[src/inc/status_output_selector_pkg.sv]
// constants, register map and carrier types for the status output selector
package status_output_selector_pkg;

  // register bus geometry
  localparam int ADDR_W = 8;
  localparam int DATA_W = 16;

  // register byte offsets
  localparam logic [7:0] OFS_SEL0       = 8'h00;
  localparam logic [7:0] OFS_SEL1       = 8'h04;
  localparam logic [7:0] OFS_SEL2       = 8'h08;
  localparam logic [7:0] OFS_REMOTE     = 8'h0C;
  localparam logic [7:0] OFS_START_FREQ = 8'h10;
  localparam logic [7:0] OFS_MAINT_THR  = 8'h14;
  localparam logic [7:0] OFS_STATUS     = 8'h18;
  localparam logic [7:0] OFS_MAINT_CNT  = 8'h1C;

  // selection codes
  localparam logic [15:0] CODE_NEG_BASE = 16'h0064; // 100
  localparam logic [15:0] CODE_NEG_MAX  = 16'h00C7; // 199
  localparam logic [15:0] CODE_NONE     = 16'h270F; // 9999
  localparam logic [6:0] FN_RUN     = 7'h00;
  localparam logic [6:0] FN_REACHED = 7'h01;
  localparam logic [6:0] FN_READY   = 7'h0B;
  localparam logic [6:0] FN_LIFE    = 7'h5A;
  localparam logic [6:0] FN_PWRFLT  = 7'h5B;
  localparam logic [6:0] FN_PULSE   = 7'h5D;
  localparam logic [6:0] FN_MAINT   = 7'h5F;
  localparam logic [6:0] FN_REMOTE  = 7'h60;
  localparam logic [6:0] FN_LIGHT   = 7'h62;
  localparam logic [6:0] FN_TRIP    = 7'h63;
  localparam logic [15:0] CODE_PULSE_POS = 16'h005D; // 93
  localparam logic [15:0] CODE_PULSE_NEG = 16'h00C1; // 193

  // reset values
  localparam logic [15:0] RST_SEL0       = 16'h0000; // running, positive
  localparam logic [15:0] RST_SEL1       = 16'h0004; // frequency detect
  localparam logic [15:0] RST_SEL2       = 16'h0063; // fault trip, relay
  localparam logic [2:0]  RST_REMOTE     = 3'h0;
  localparam logic [15:0] RST_START_FREQ = 16'h0032;
  localparam logic [15:0] RST_MAINT_THR  = 16'hFFFF;

  // terminal count: two open-collector, one relay (last)
  localparam int NUM_TERM  = 3;
  localparam int RELAY_IDX = 2;

  // internal status functions shared by every terminal
  typedef struct packed {
    logic running;
    logic reached;
    logic ready;
    logic life;
    logic powerFault;
    logic pulse;
    logic maint;
    logic light;
    logic trip;
  } statusFlags_s;

  // cause of a fault trip, given together with the trip event
  typedef struct packed {
    logic brakeTransistor;
    logic groundFault;
    logic phaseLoss;
    logic paramStorage;
    logic internalBoard;
    logic processor;
    logic inrushCircuit;
    logic other;
  } tripCause_s;

  // component wear warnings
  typedef struct packed {
    logic ctrlCapacitor;
    logic mainCapacitor;
    logic inrushCircuit;
    logic coolingFan;
  } lifeWarn_s;

endpackage

[src/rtl/current_pulse_gen.sv]
// averaged-current pulse train: current frame then maintenance frame
`timescale 1ns/100ps
module current_pulse_gen #(
  parameter int VAL_W = 8
) (
  input  wire logic             clk_sys,
  input  wire logic             reset,
  input  wire logic [VAL_W-1:0] avgCurrent,
  input  wire logic [VAL_W-1:0] maintValue,
  output logic                  pulse
);

  typedef struct packed {
    logic             phase;
    logic [VAL_W-1:0] count;
    logic             pulse;
  } state_s;

  state_s state;
  state_s next_state;
  logic [VAL_W-1:0] value;

  // pulse width inside each frame is proportional to the encoded value
  always_comb begin
    next_state = state;
    value = state.phase ? maintValue : avgCurrent;
    next_state.count = state.count + VAL_W'(1);
    if (&state.count) begin
      next_state.phase = ~state.phase;
    end
    next_state.pulse = (state.count < value);
  end

  always_ff @(posedge clk_sys) begin
    if (reset) begin
      state <= '0;
    end else begin
      state <= next_state;
    end
  end

  assign pulse = state.pulse;

endmodule

[src/rtl/status_output_selector.sv]
// status output selector: status generation, register file, terminals
`timescale 1ns/100ps
module status_output_selector
  import status_output_selector_pkg::*;
#(
  parameter int PULSE_W = 8
) (
  input  wire logic              clk_sys,
  input  wire logic              reset,
  // register port
  input  wire logic [ADDR_W-1:0] regAddr,
  input  wire logic [DATA_W-1:0] regWdata,
  input  wire logic              regWrite,
  input  wire logic              regRead,
  output logic      [DATA_W-1:0] regRdata,
  // drive control state, same clock
  input  wire logic              powerUpDone,
  input  wire logic              powerFail,
  input  wire logic              dcBrake,
  input  wire logic              coasting,
  input  wire logic              rampTimeZero,
  input  wire logic [15:0]       outputFrequency,
  input  wire logic [15:0]       targetFrequency,
  input  wire logic [15:0]       avgCurrent,
  input  wire logic [15:0]       maintenance_timer_count,
  input  wire logic              tripEvent,
  input  wire tripCause_s        tripCause,
  input  wire logic              faultReset,
  input  wire lifeWarn_s         lifeWarn,
  input  wire logic              fanFail,
  input  wire logic              commWarn,
  // pin, asynchronous to clk_sys
  input  wire logic              output_shutoff_input,
  // terminals: bits 0 and 1 open collector, bit 2 relay contact
  output logic [NUM_TERM-1:0]    terminalConduct
);

  typedef struct packed {
    logic [15:0]          sel0;
    logic [15:0]          sel1;
    logic [15:0]          sel2;
    logic [NUM_TERM-1:0]  software_driven_output;
    logic [15:0]          starting_frequency_setting;
    logic [15:0]          maintenance_alarm_threshold;
    logic [DATA_W-1:0]    rdata;
    logic                 shutSync1;
    logic                 shutSync2;
    logic                 fault_trip_flag;
    logic                 power_circuit_fault_flag;
    logic                 drive_ready_flag;
    logic                 runningFlag;
    logic                 reached_frequency_flag;
    logic                 life_alarm_flag;
    logic                 maintenance_timer_flag;
    logic                 light_warning_flag;
    logic                 refusedWrite;
  } state_s;

  state_s state;
  state_s next_state;
  statusFlags_s flags;
  logic [15:0] selCode [NUM_TERM];
  logic pulseOut;
  logic circuitCause;
  logic shutoff;
  logic isPulseCode;

  assign selCode[0] = state.sel0;
  assign selCode[1] = state.sel1;
  assign selCode[2] = state.sel2;
  assign shutoff = state.shutSync2;

  // faults that come from the drive's own circuitry or its wiring
  assign circuitCause = tripCause.brakeTransistor
                      | tripCause.groundFault
                      | tripCause.phaseLoss
                      | tripCause.paramStorage
                      | tripCause.internalBoard
                      | tripCause.processor
                      | tripCause.inrushCircuit;

  assign isPulseCode = (regWdata == CODE_PULSE_POS)
                     | (regWdata == CODE_PULSE_NEG);

  // status generation, register writes and registered read answer
  always_comb begin
    next_state = state;

    // pin passes two flops; only the second one is read
    next_state.shutSync1 = output_shutoff_input;
    next_state.shutSync2 = state.shutSync1;

    // a trip in the same cycle as a reset wins, so no trip is lost
    next_state.fault_trip_flag = tripEvent
                               | (state.fault_trip_flag & ~faultReset);
    next_state.power_circuit_fault_flag =
        (tripEvent & circuitCause)
      | (state.power_circuit_fault_flag & ~faultReset);

    // ready: power-up done, not tripped, not shut off, supply healthy;
    // coasting alone does not clear it
    next_state.drive_ready_flag = powerUpDone
                                & ~state.fault_trip_flag
                                & ~tripEvent
                                & ~shutoff
                                & ~powerFail;

    // running also implies ready, since it needs the same conditions
    next_state.runningFlag =
        (outputFrequency >= state.starting_frequency_setting)
      & ~dcBrake
      & ~coasting
      & ~state.fault_trip_flag
      & ~tripEvent
      & ~shutoff
      & ~powerFail
      & powerUpDone;

    // with zero ramp time the flag is forced on without comparing to the
    // target, unless dc brake or zero output frequency, so it cannot chatter
    if (rampTimeZero) begin
      next_state.reached_frequency_flag = 1'b1;
    end else begin
      next_state.reached_frequency_flag =
          (outputFrequency == targetFrequency);
    end
    if (dcBrake | (outputFrequency == 16'h0000)) begin
      next_state.reached_frequency_flag = 1'b0;
    end

    next_state.life_alarm_flag = |lifeWarn;
    next_state.maintenance_timer_flag =
        (maintenance_timer_count >= state.maintenance_alarm_threshold);
    next_state.light_warning_flag = fanFail | commWarn;

    // register writes; pulse codes on the relay keep the old code
    if (regWrite) begin
      case (regAddr)
        OFS_SEL0: begin
          next_state.sel0 = regWdata;
        end
        OFS_SEL1: begin
          next_state.sel1 = regWdata;
        end
        OFS_SEL2: begin
          if (isPulseCode) begin
            next_state.refusedWrite = 1'b1;
          end else begin
            next_state.sel2 = regWdata;
            next_state.refusedWrite = 1'b0;
          end
        end
        OFS_REMOTE: begin
          next_state.software_driven_output = regWdata[NUM_TERM-1:0];
        end
        OFS_START_FREQ: begin
          next_state.starting_frequency_setting = regWdata;
        end
        OFS_MAINT_THR: begin
          next_state.maintenance_alarm_threshold = regWdata;
        end
        default: begin
          next_state.refusedWrite = state.refusedWrite;
        end
      endcase
    end

    // read answer stands for exactly the cycle after the strobe
    next_state.rdata = '0;
    if (regRead) begin
      case (regAddr)
        OFS_SEL0:       next_state.rdata = state.sel0;
        OFS_SEL1:       next_state.rdata = state.sel1;
        OFS_SEL2:       next_state.rdata = state.sel2;
        OFS_REMOTE:     next_state.rdata =
                          {13'h0000, state.software_driven_output};
        OFS_START_FREQ: next_state.rdata = state.starting_frequency_setting;
        OFS_MAINT_THR:  next_state.rdata = state.maintenance_alarm_threshold;
        OFS_STATUS:     next_state.rdata = {
                          5'h00,
                          state.refusedWrite,
                          shutoff,
                          state.light_warning_flag,
                          state.maintenance_timer_flag,
                          state.life_alarm_flag,
                          state.reached_frequency_flag,
                          state.power_circuit_fault_flag,
                          state.fault_trip_flag,
                          state.runningFlag,
                          state.drive_ready_flag,
                          pulseOut};
        OFS_MAINT_CNT:  next_state.rdata = maintenance_timer_count;
        default:        next_state.rdata = '0;
      endcase
    end
  end

  // register stage; defaults give running and fault trip their terminals
  always_ff @(posedge clk_sys) begin
    if (reset) begin
      state                             <= '0;
      state.sel0                        <= RST_SEL0;
      state.sel1                        <= RST_SEL1;
      state.sel2                        <= RST_SEL2;
      state.software_driven_output      <= RST_REMOTE;
      state.starting_frequency_setting  <= RST_START_FREQ;
      state.maintenance_alarm_threshold <= RST_MAINT_THR;
    end else begin
      state <= next_state;
    end
  end

  // shared flag bundle seen by every terminal
  always_comb begin
    flags.running    = state.runningFlag;
    flags.reached    = state.reached_frequency_flag;
    flags.ready      = state.drive_ready_flag | state.runningFlag;
    flags.life       = state.life_alarm_flag;
    flags.powerFault = state.power_circuit_fault_flag;
    flags.pulse      = pulseOut;
    flags.maint      = state.maintenance_timer_flag;
    flags.light      = state.light_warning_flag;
    flags.trip       = state.fault_trip_flag;
  end

  // pulse format uses the upper value bits; resolution traded for rate
  current_pulse_gen #(
    .VAL_W (PULSE_W)
  ) u_pulse (
    .clk_sys    (clk_sys),
    .reset      (reset),
    .avgCurrent (avgCurrent[15 -: PULSE_W]),
    .maintValue (maintenance_timer_count[15 -: PULSE_W]),
    .pulse      (pulseOut)
  );

  // relay contact wear is the user's concern; nothing here slows it down
  genvar t;
  generate
    for (t = 0; t < NUM_TERM; t++) begin : g_term
      terminal_driver u_term (
        .clk_sys   (clk_sys),
        .reset     (reset),
        .selCode   (selCode[t]),
        .flags     (flags),
        .remoteBit (state.software_driven_output[t]),
        .conduct   (terminalConduct[t])
      );
    end
  endgenerate

  assign regRdata = state.rdata;

endmodule

[src/rtl/terminal_driver.sv]
// one output terminal: code decode, polarity and registered drive
`timescale 1ns/100ps
module terminal_driver
  import status_output_selector_pkg::*;
(
  input  wire logic         clk_sys,
  input  wire logic         reset,
  input  wire logic [15:0]  selCode,
  input  wire statusFlags_s flags,
  input  wire logic         remoteBit,
  output logic              conduct
);

  typedef struct packed {
    logic conduct;
  } state_s;

  state_s state;
  state_s next_state;
  logic [6:0] fnIndex;
  logic active;

  // each terminal decodes its own code, so one function may feed many
  always_comb begin
    next_state = state;
    fnIndex = selCode[6:0];
    if (selCode >= CODE_NEG_BASE) begin
      fnIndex = 7'(selCode - CODE_NEG_BASE);
    end
    case (fnIndex)
      FN_RUN:     active = flags.running;
      FN_REACHED: active = flags.reached;
      FN_READY:   active = flags.ready;
      FN_LIFE:    active = flags.life;
      FN_PWRFLT:  active = flags.powerFault;
      FN_PULSE:   active = flags.pulse;
      FN_MAINT:   active = flags.maint;
      FN_REMOTE:  active = remoteBit;
      FN_LIGHT:   active = flags.light;
      FN_TRIP:    active = flags.trip;
      default:    active = 1'b0;
    endcase
    if (selCode > CODE_NEG_MAX) begin
      next_state.conduct = 1'b0;
    end else if (selCode >= CODE_NEG_BASE) begin
      next_state.conduct = ~active;
    end else begin
      next_state.conduct = active;
    end
  end

  always_ff @(posedge clk_sys) begin
    if (reset) begin
      state <= '0;
    end else begin
      state <= next_state;
    end
  end

  assign conduct = state.conduct;

endmodule
[config.mk]
export PLATFORM = sky130hd
export DESIGN_NAME = status_output_selector
export DESIGN_NICKNAME = d
export VERILOG_FILES = /design/src/inc/status_output_selector_pkg.sv /design/src/rtl/current_pulse_gen.sv /design/src/rtl/status_output_selector.sv /design/src/rtl/terminal_driver.sv
export SDC_FILE = /design/constraint.sdc
export NUM_CORES = 1
export LEC_CHECK = 0
export ABC_AREA = 0
export ABC_CLOCK_PERIOD_IN_PS = 4480
export CELL_PAD_IN_SITES_DETAIL_PLACEMENT = 1
export CELL_PAD_IN_SITES_GLOBAL_PLACEMENT = 2
export CORE_ASPECT_RATIO = 0.75
export CORE_UTILIZATION = 30
export DETAILED_ROUTE_END_ITERATION = 16
export DONT_BUFFER_PORTS = 1
export HOLD_SLACK_MARGIN = 0.05
export PLACE_DENSITY = 0.67
export SYNTH_ARGS = -nofsm -noshare
export SYNTH_HDL_FRONTEND = slang
export SYNTH_HIERARCHICAL = 1
export SYNTH_SLANG_ARGS = --single-unit
[constraint.sdc]
create_clock -name clk_sys -period 4.48 [get_ports clk_sys]
set_clock_uncertainty 0.2 [all_clocks]
set_input_delay 0.448 -clock clk_sys [delete_from_list [all_inputs] [get_ports clk_sys]]
set_output_delay 0.448 -clock clk_sys [all_outputs]
set_load 0.02 [all_outputs]
==> flow_summary.yaml <==
outcome:
  status: "finished, final reports clean"
floorplanning:
  die_h_um: 142
  core-area_mm2: 0.0259
  die-area_mm2: 0.0270
  ios: 133
  chipWidth_um: 189
  floorplan.initialDensity: 0.305
  num_rows: 51
clocking:
  ctsResizeCount: 0
  clk_pin_slew_ns: 0.06
  clk_path_buf_depth: 2
  cts_tree: "yes"
  cts_root_buf: "clkbuf_16"
  cts_buffers: 17
  cts.sinks: 123
  worstSkewPairLatency_ns: 0.43
  h-tree-depth: 4
grt:
  grt_pass1_wl_um: 48900
  grt_max_degree: 125
  track_usage: 0.251
  globalRoute.totalOverflow: 0
  grt_pass1_vias: 7287
  antenna_found_initial: 3
final_layout:
  synthToLayoutAreaGrowth_pct: 13.6
  drive_gt1_frac: 0.0911
  fin_area_mm2: 0.00897
  final_cell_mix: "123 x dfxtp_1, 110 x a21oi_1, 109 x nand2_1, 80 x nor2_1, 61 x nand3_1"
  layout_commonest_cell: "dfxtp_1"
  final_nets: 1125
  stdcell_count: 1330
setup_path:
  crit_type: "register to register"
  reg2reg_setup_slack_ns: 1.76
  arrival_ns: 2.83
  cpPeakStageDelay_ns: 0.60
  slowest_stage: "dfxtp_1"
  startpoint_type: "register"
  crit_chain: "inv_1, ha_1, or2_2, o21ai_0, a32o_1, a31oi_1, o311a_1, mux2i_1"
  ff2ff_path_depth: 8
  cp.required_ns: 4.59
  critPathMaxFanout: 11
  startpoint: "selCode[18]"
  endpoint: "g_term[1].u_term/conduct"
  end_kind: "register"
  r2r-end: "g_term[1].u_term/conduct"
  rr_startpoint: "selCode[18]"
power_and_ir_drop:
  p_leak_nw: 3.42
  clkPwrFrac: 0.520
  switching_share: 0.243
  intPower_w: 0.00212
  total_power_w: 0.00280
  ir_worst_vdd_uv: 281
  power_frac_comb: 0.079
  power.switching_w: 0.000680
  seqPwrFrac: 0.400
  powerDensity_mw_per_mm2: 312
placement:
  postPlaceCellArea_mm2: 0.00798
  dpl.cell_count: 1256
  dp_hpwl_um: 22700
  place.gp.congestion: 0.840
  port_buffers: 0
synth:
  ys_seq_elements: 123
  seq_area_frac_synth: 0.312
  yosysWarnings: 6
  yosys.area_share.simple: 0.249
  postSynthCellCount: 979
  avgSynthCellArea_um2: 8.06
  synth_edf_count: 0
  synth_ff_type: "dfxtp_1"
  synth_nets: 1139
  synth_top_family_by_area: "simple AND/OR/NAND/NOR gates"
  synth_cell_types: 66
  mappedNetlistArea_mm2: 0.00790
  async_reset_ff_frac: 0
  synth_fa_ha_area_frac: 0.0729
  synth-xor-area-share: 0.0244
  synth_compound_area_frac: 0.184
  synth_mux_area_frac: 0.0865
sta:
  max_slew_margin: 0.440
  setup_viol: 0
  layout_min_cycle_time_ns: 2.72
  max_freq_ghz: 0.368
  slew_viol_final: 0
  hold_viol: 0
  period_share: 0.607
  setup_tns_ns: 0
  holdWs_ns: 0.0646
  worstMarginPinSlew_ns: 0.818
  rsz0062_at_grt: "no"
hold_path:
  hp-class: "input pin to register"
  hold_path.startpoint: "regAddr[4]"
routing:
  vias: 7567
  drt_iter0_drc: 626
  wl_um: 33300
  postRouteAntennaNets: 0
  wl_per_cell_um: 25.0
  drc: 0
  viasPerCell: 5.69
  drt_first_pass_iters: 4
job:
  drv_cap: 0
## worst min-delay path by stage
stage,endpoint,cells after the start
CTS,regRdata[3],2
finish,regRdata[3],2
global route,u_pulse/pulse,3
global placement,shutoff,1
floorplan,state[6],1
detailed placement,shutoff,1
## Yosys cell counts (18+ instances only)
master    number  area share
ha_1          46       0.073
nor2_1        82       0.039
dfxtp_1      123        0.31
buf_2         26       0.016
mux2i_1       39       0.049
a21oi_1      110       0.070
nand2_1      109       0.052
o21ai_0       23       0.015
nand3_1       61       0.039
nor3_1        32       0.020
xor2_1        18       0.020
inv_1         44       0.021
clkbuf_1      24       0.011
## worst max-delay path: cells and delay by family, from the launching register on
family / cells / cell delay (ns)
AOI/OAI and AO/OA: 4 / 0.91
adders and majority gates: 1 / 0.33
buffers and inverters: 1 / 0.15
DFF: 1 / 0.60
muxes: 1 / 0.12
and+or+nand+nor: 1 / 0.31
## layer usage
| metal | routed length, um | track usage | vias to the layer above |
|---|---|---|---|
| met4 | 356 | 0.0539 | 0 |
| met2 | 12700 | 0.337 | 287 |
| met5 | 0 | 0 | - |
| met3 | 2700 | 0.0572 | 23 |
| li1 | - | - | 3524 |
| met1 | 17500 | 0.393 | 3733 |
## sequential cells by signal, indices dropped and copies added (netlist names)
| name | cells |
|---|---|
| flags | 7 |
| regRdata | 16 |
| u_pulse/state | 9 |
| u_pulse/pulse | 1 |
| selCode | 48 |
| shutoff | 1 |
| next_state | 1 |
| g_term.u_term/conduct | 3 |
| state | 37 |
## stage by stage
stage / worst slack, ns / util
after floorplan: 2.11 / -
after global placement: 1.75 / 0.308
after detailed placement: 1.74 / 0.308
after CTS: 1.77 / 0.345
after global routing: 1.62 / 0.345
final: 1.76 / 0.346
## logic make-up after synthesis
kind of cell             after synthesis
flip-flops                           123
XOR/XNOR                              22
multiplexers                          59
AO/OA/AOI/OAI                        227
AND/OR/NAND/NOR                      385
adder cells (fa/ha/maj)               46
buffers and inverters                117
## final cells by class
cell class	instances	area [um2]
fill	3117	16900
multi-input combinational	739	4880
sequential	123	2460
clock buffer	24	492
tap	344	430
timing repair buffer	40	403
inverter	44	165
clock inverter	7	113
antenna	9	22.5
## repair_timing
action                                 CTS  global route
endpoints found under the hold margin  111             0
hold buffers                            34             0
setup buffers                            0             0
## power groups by stage
stage | Sequential [W] | Clock (W) | Combinational [W]
final | 0.00112 | 0.00146 | 0.000222
after global routing | 0.00112 | 0.00153 | 0.000239
after CTS | 0.00112 | 0.00147 | 0.000219
after detailed placement | 0.00114 | 0 | 0.000144
after global placement | 0.00114 | 0 | 0.000142
after floorplan | 0.00113 | 0 | 0.000137
(Power assumes the default switching activity.)
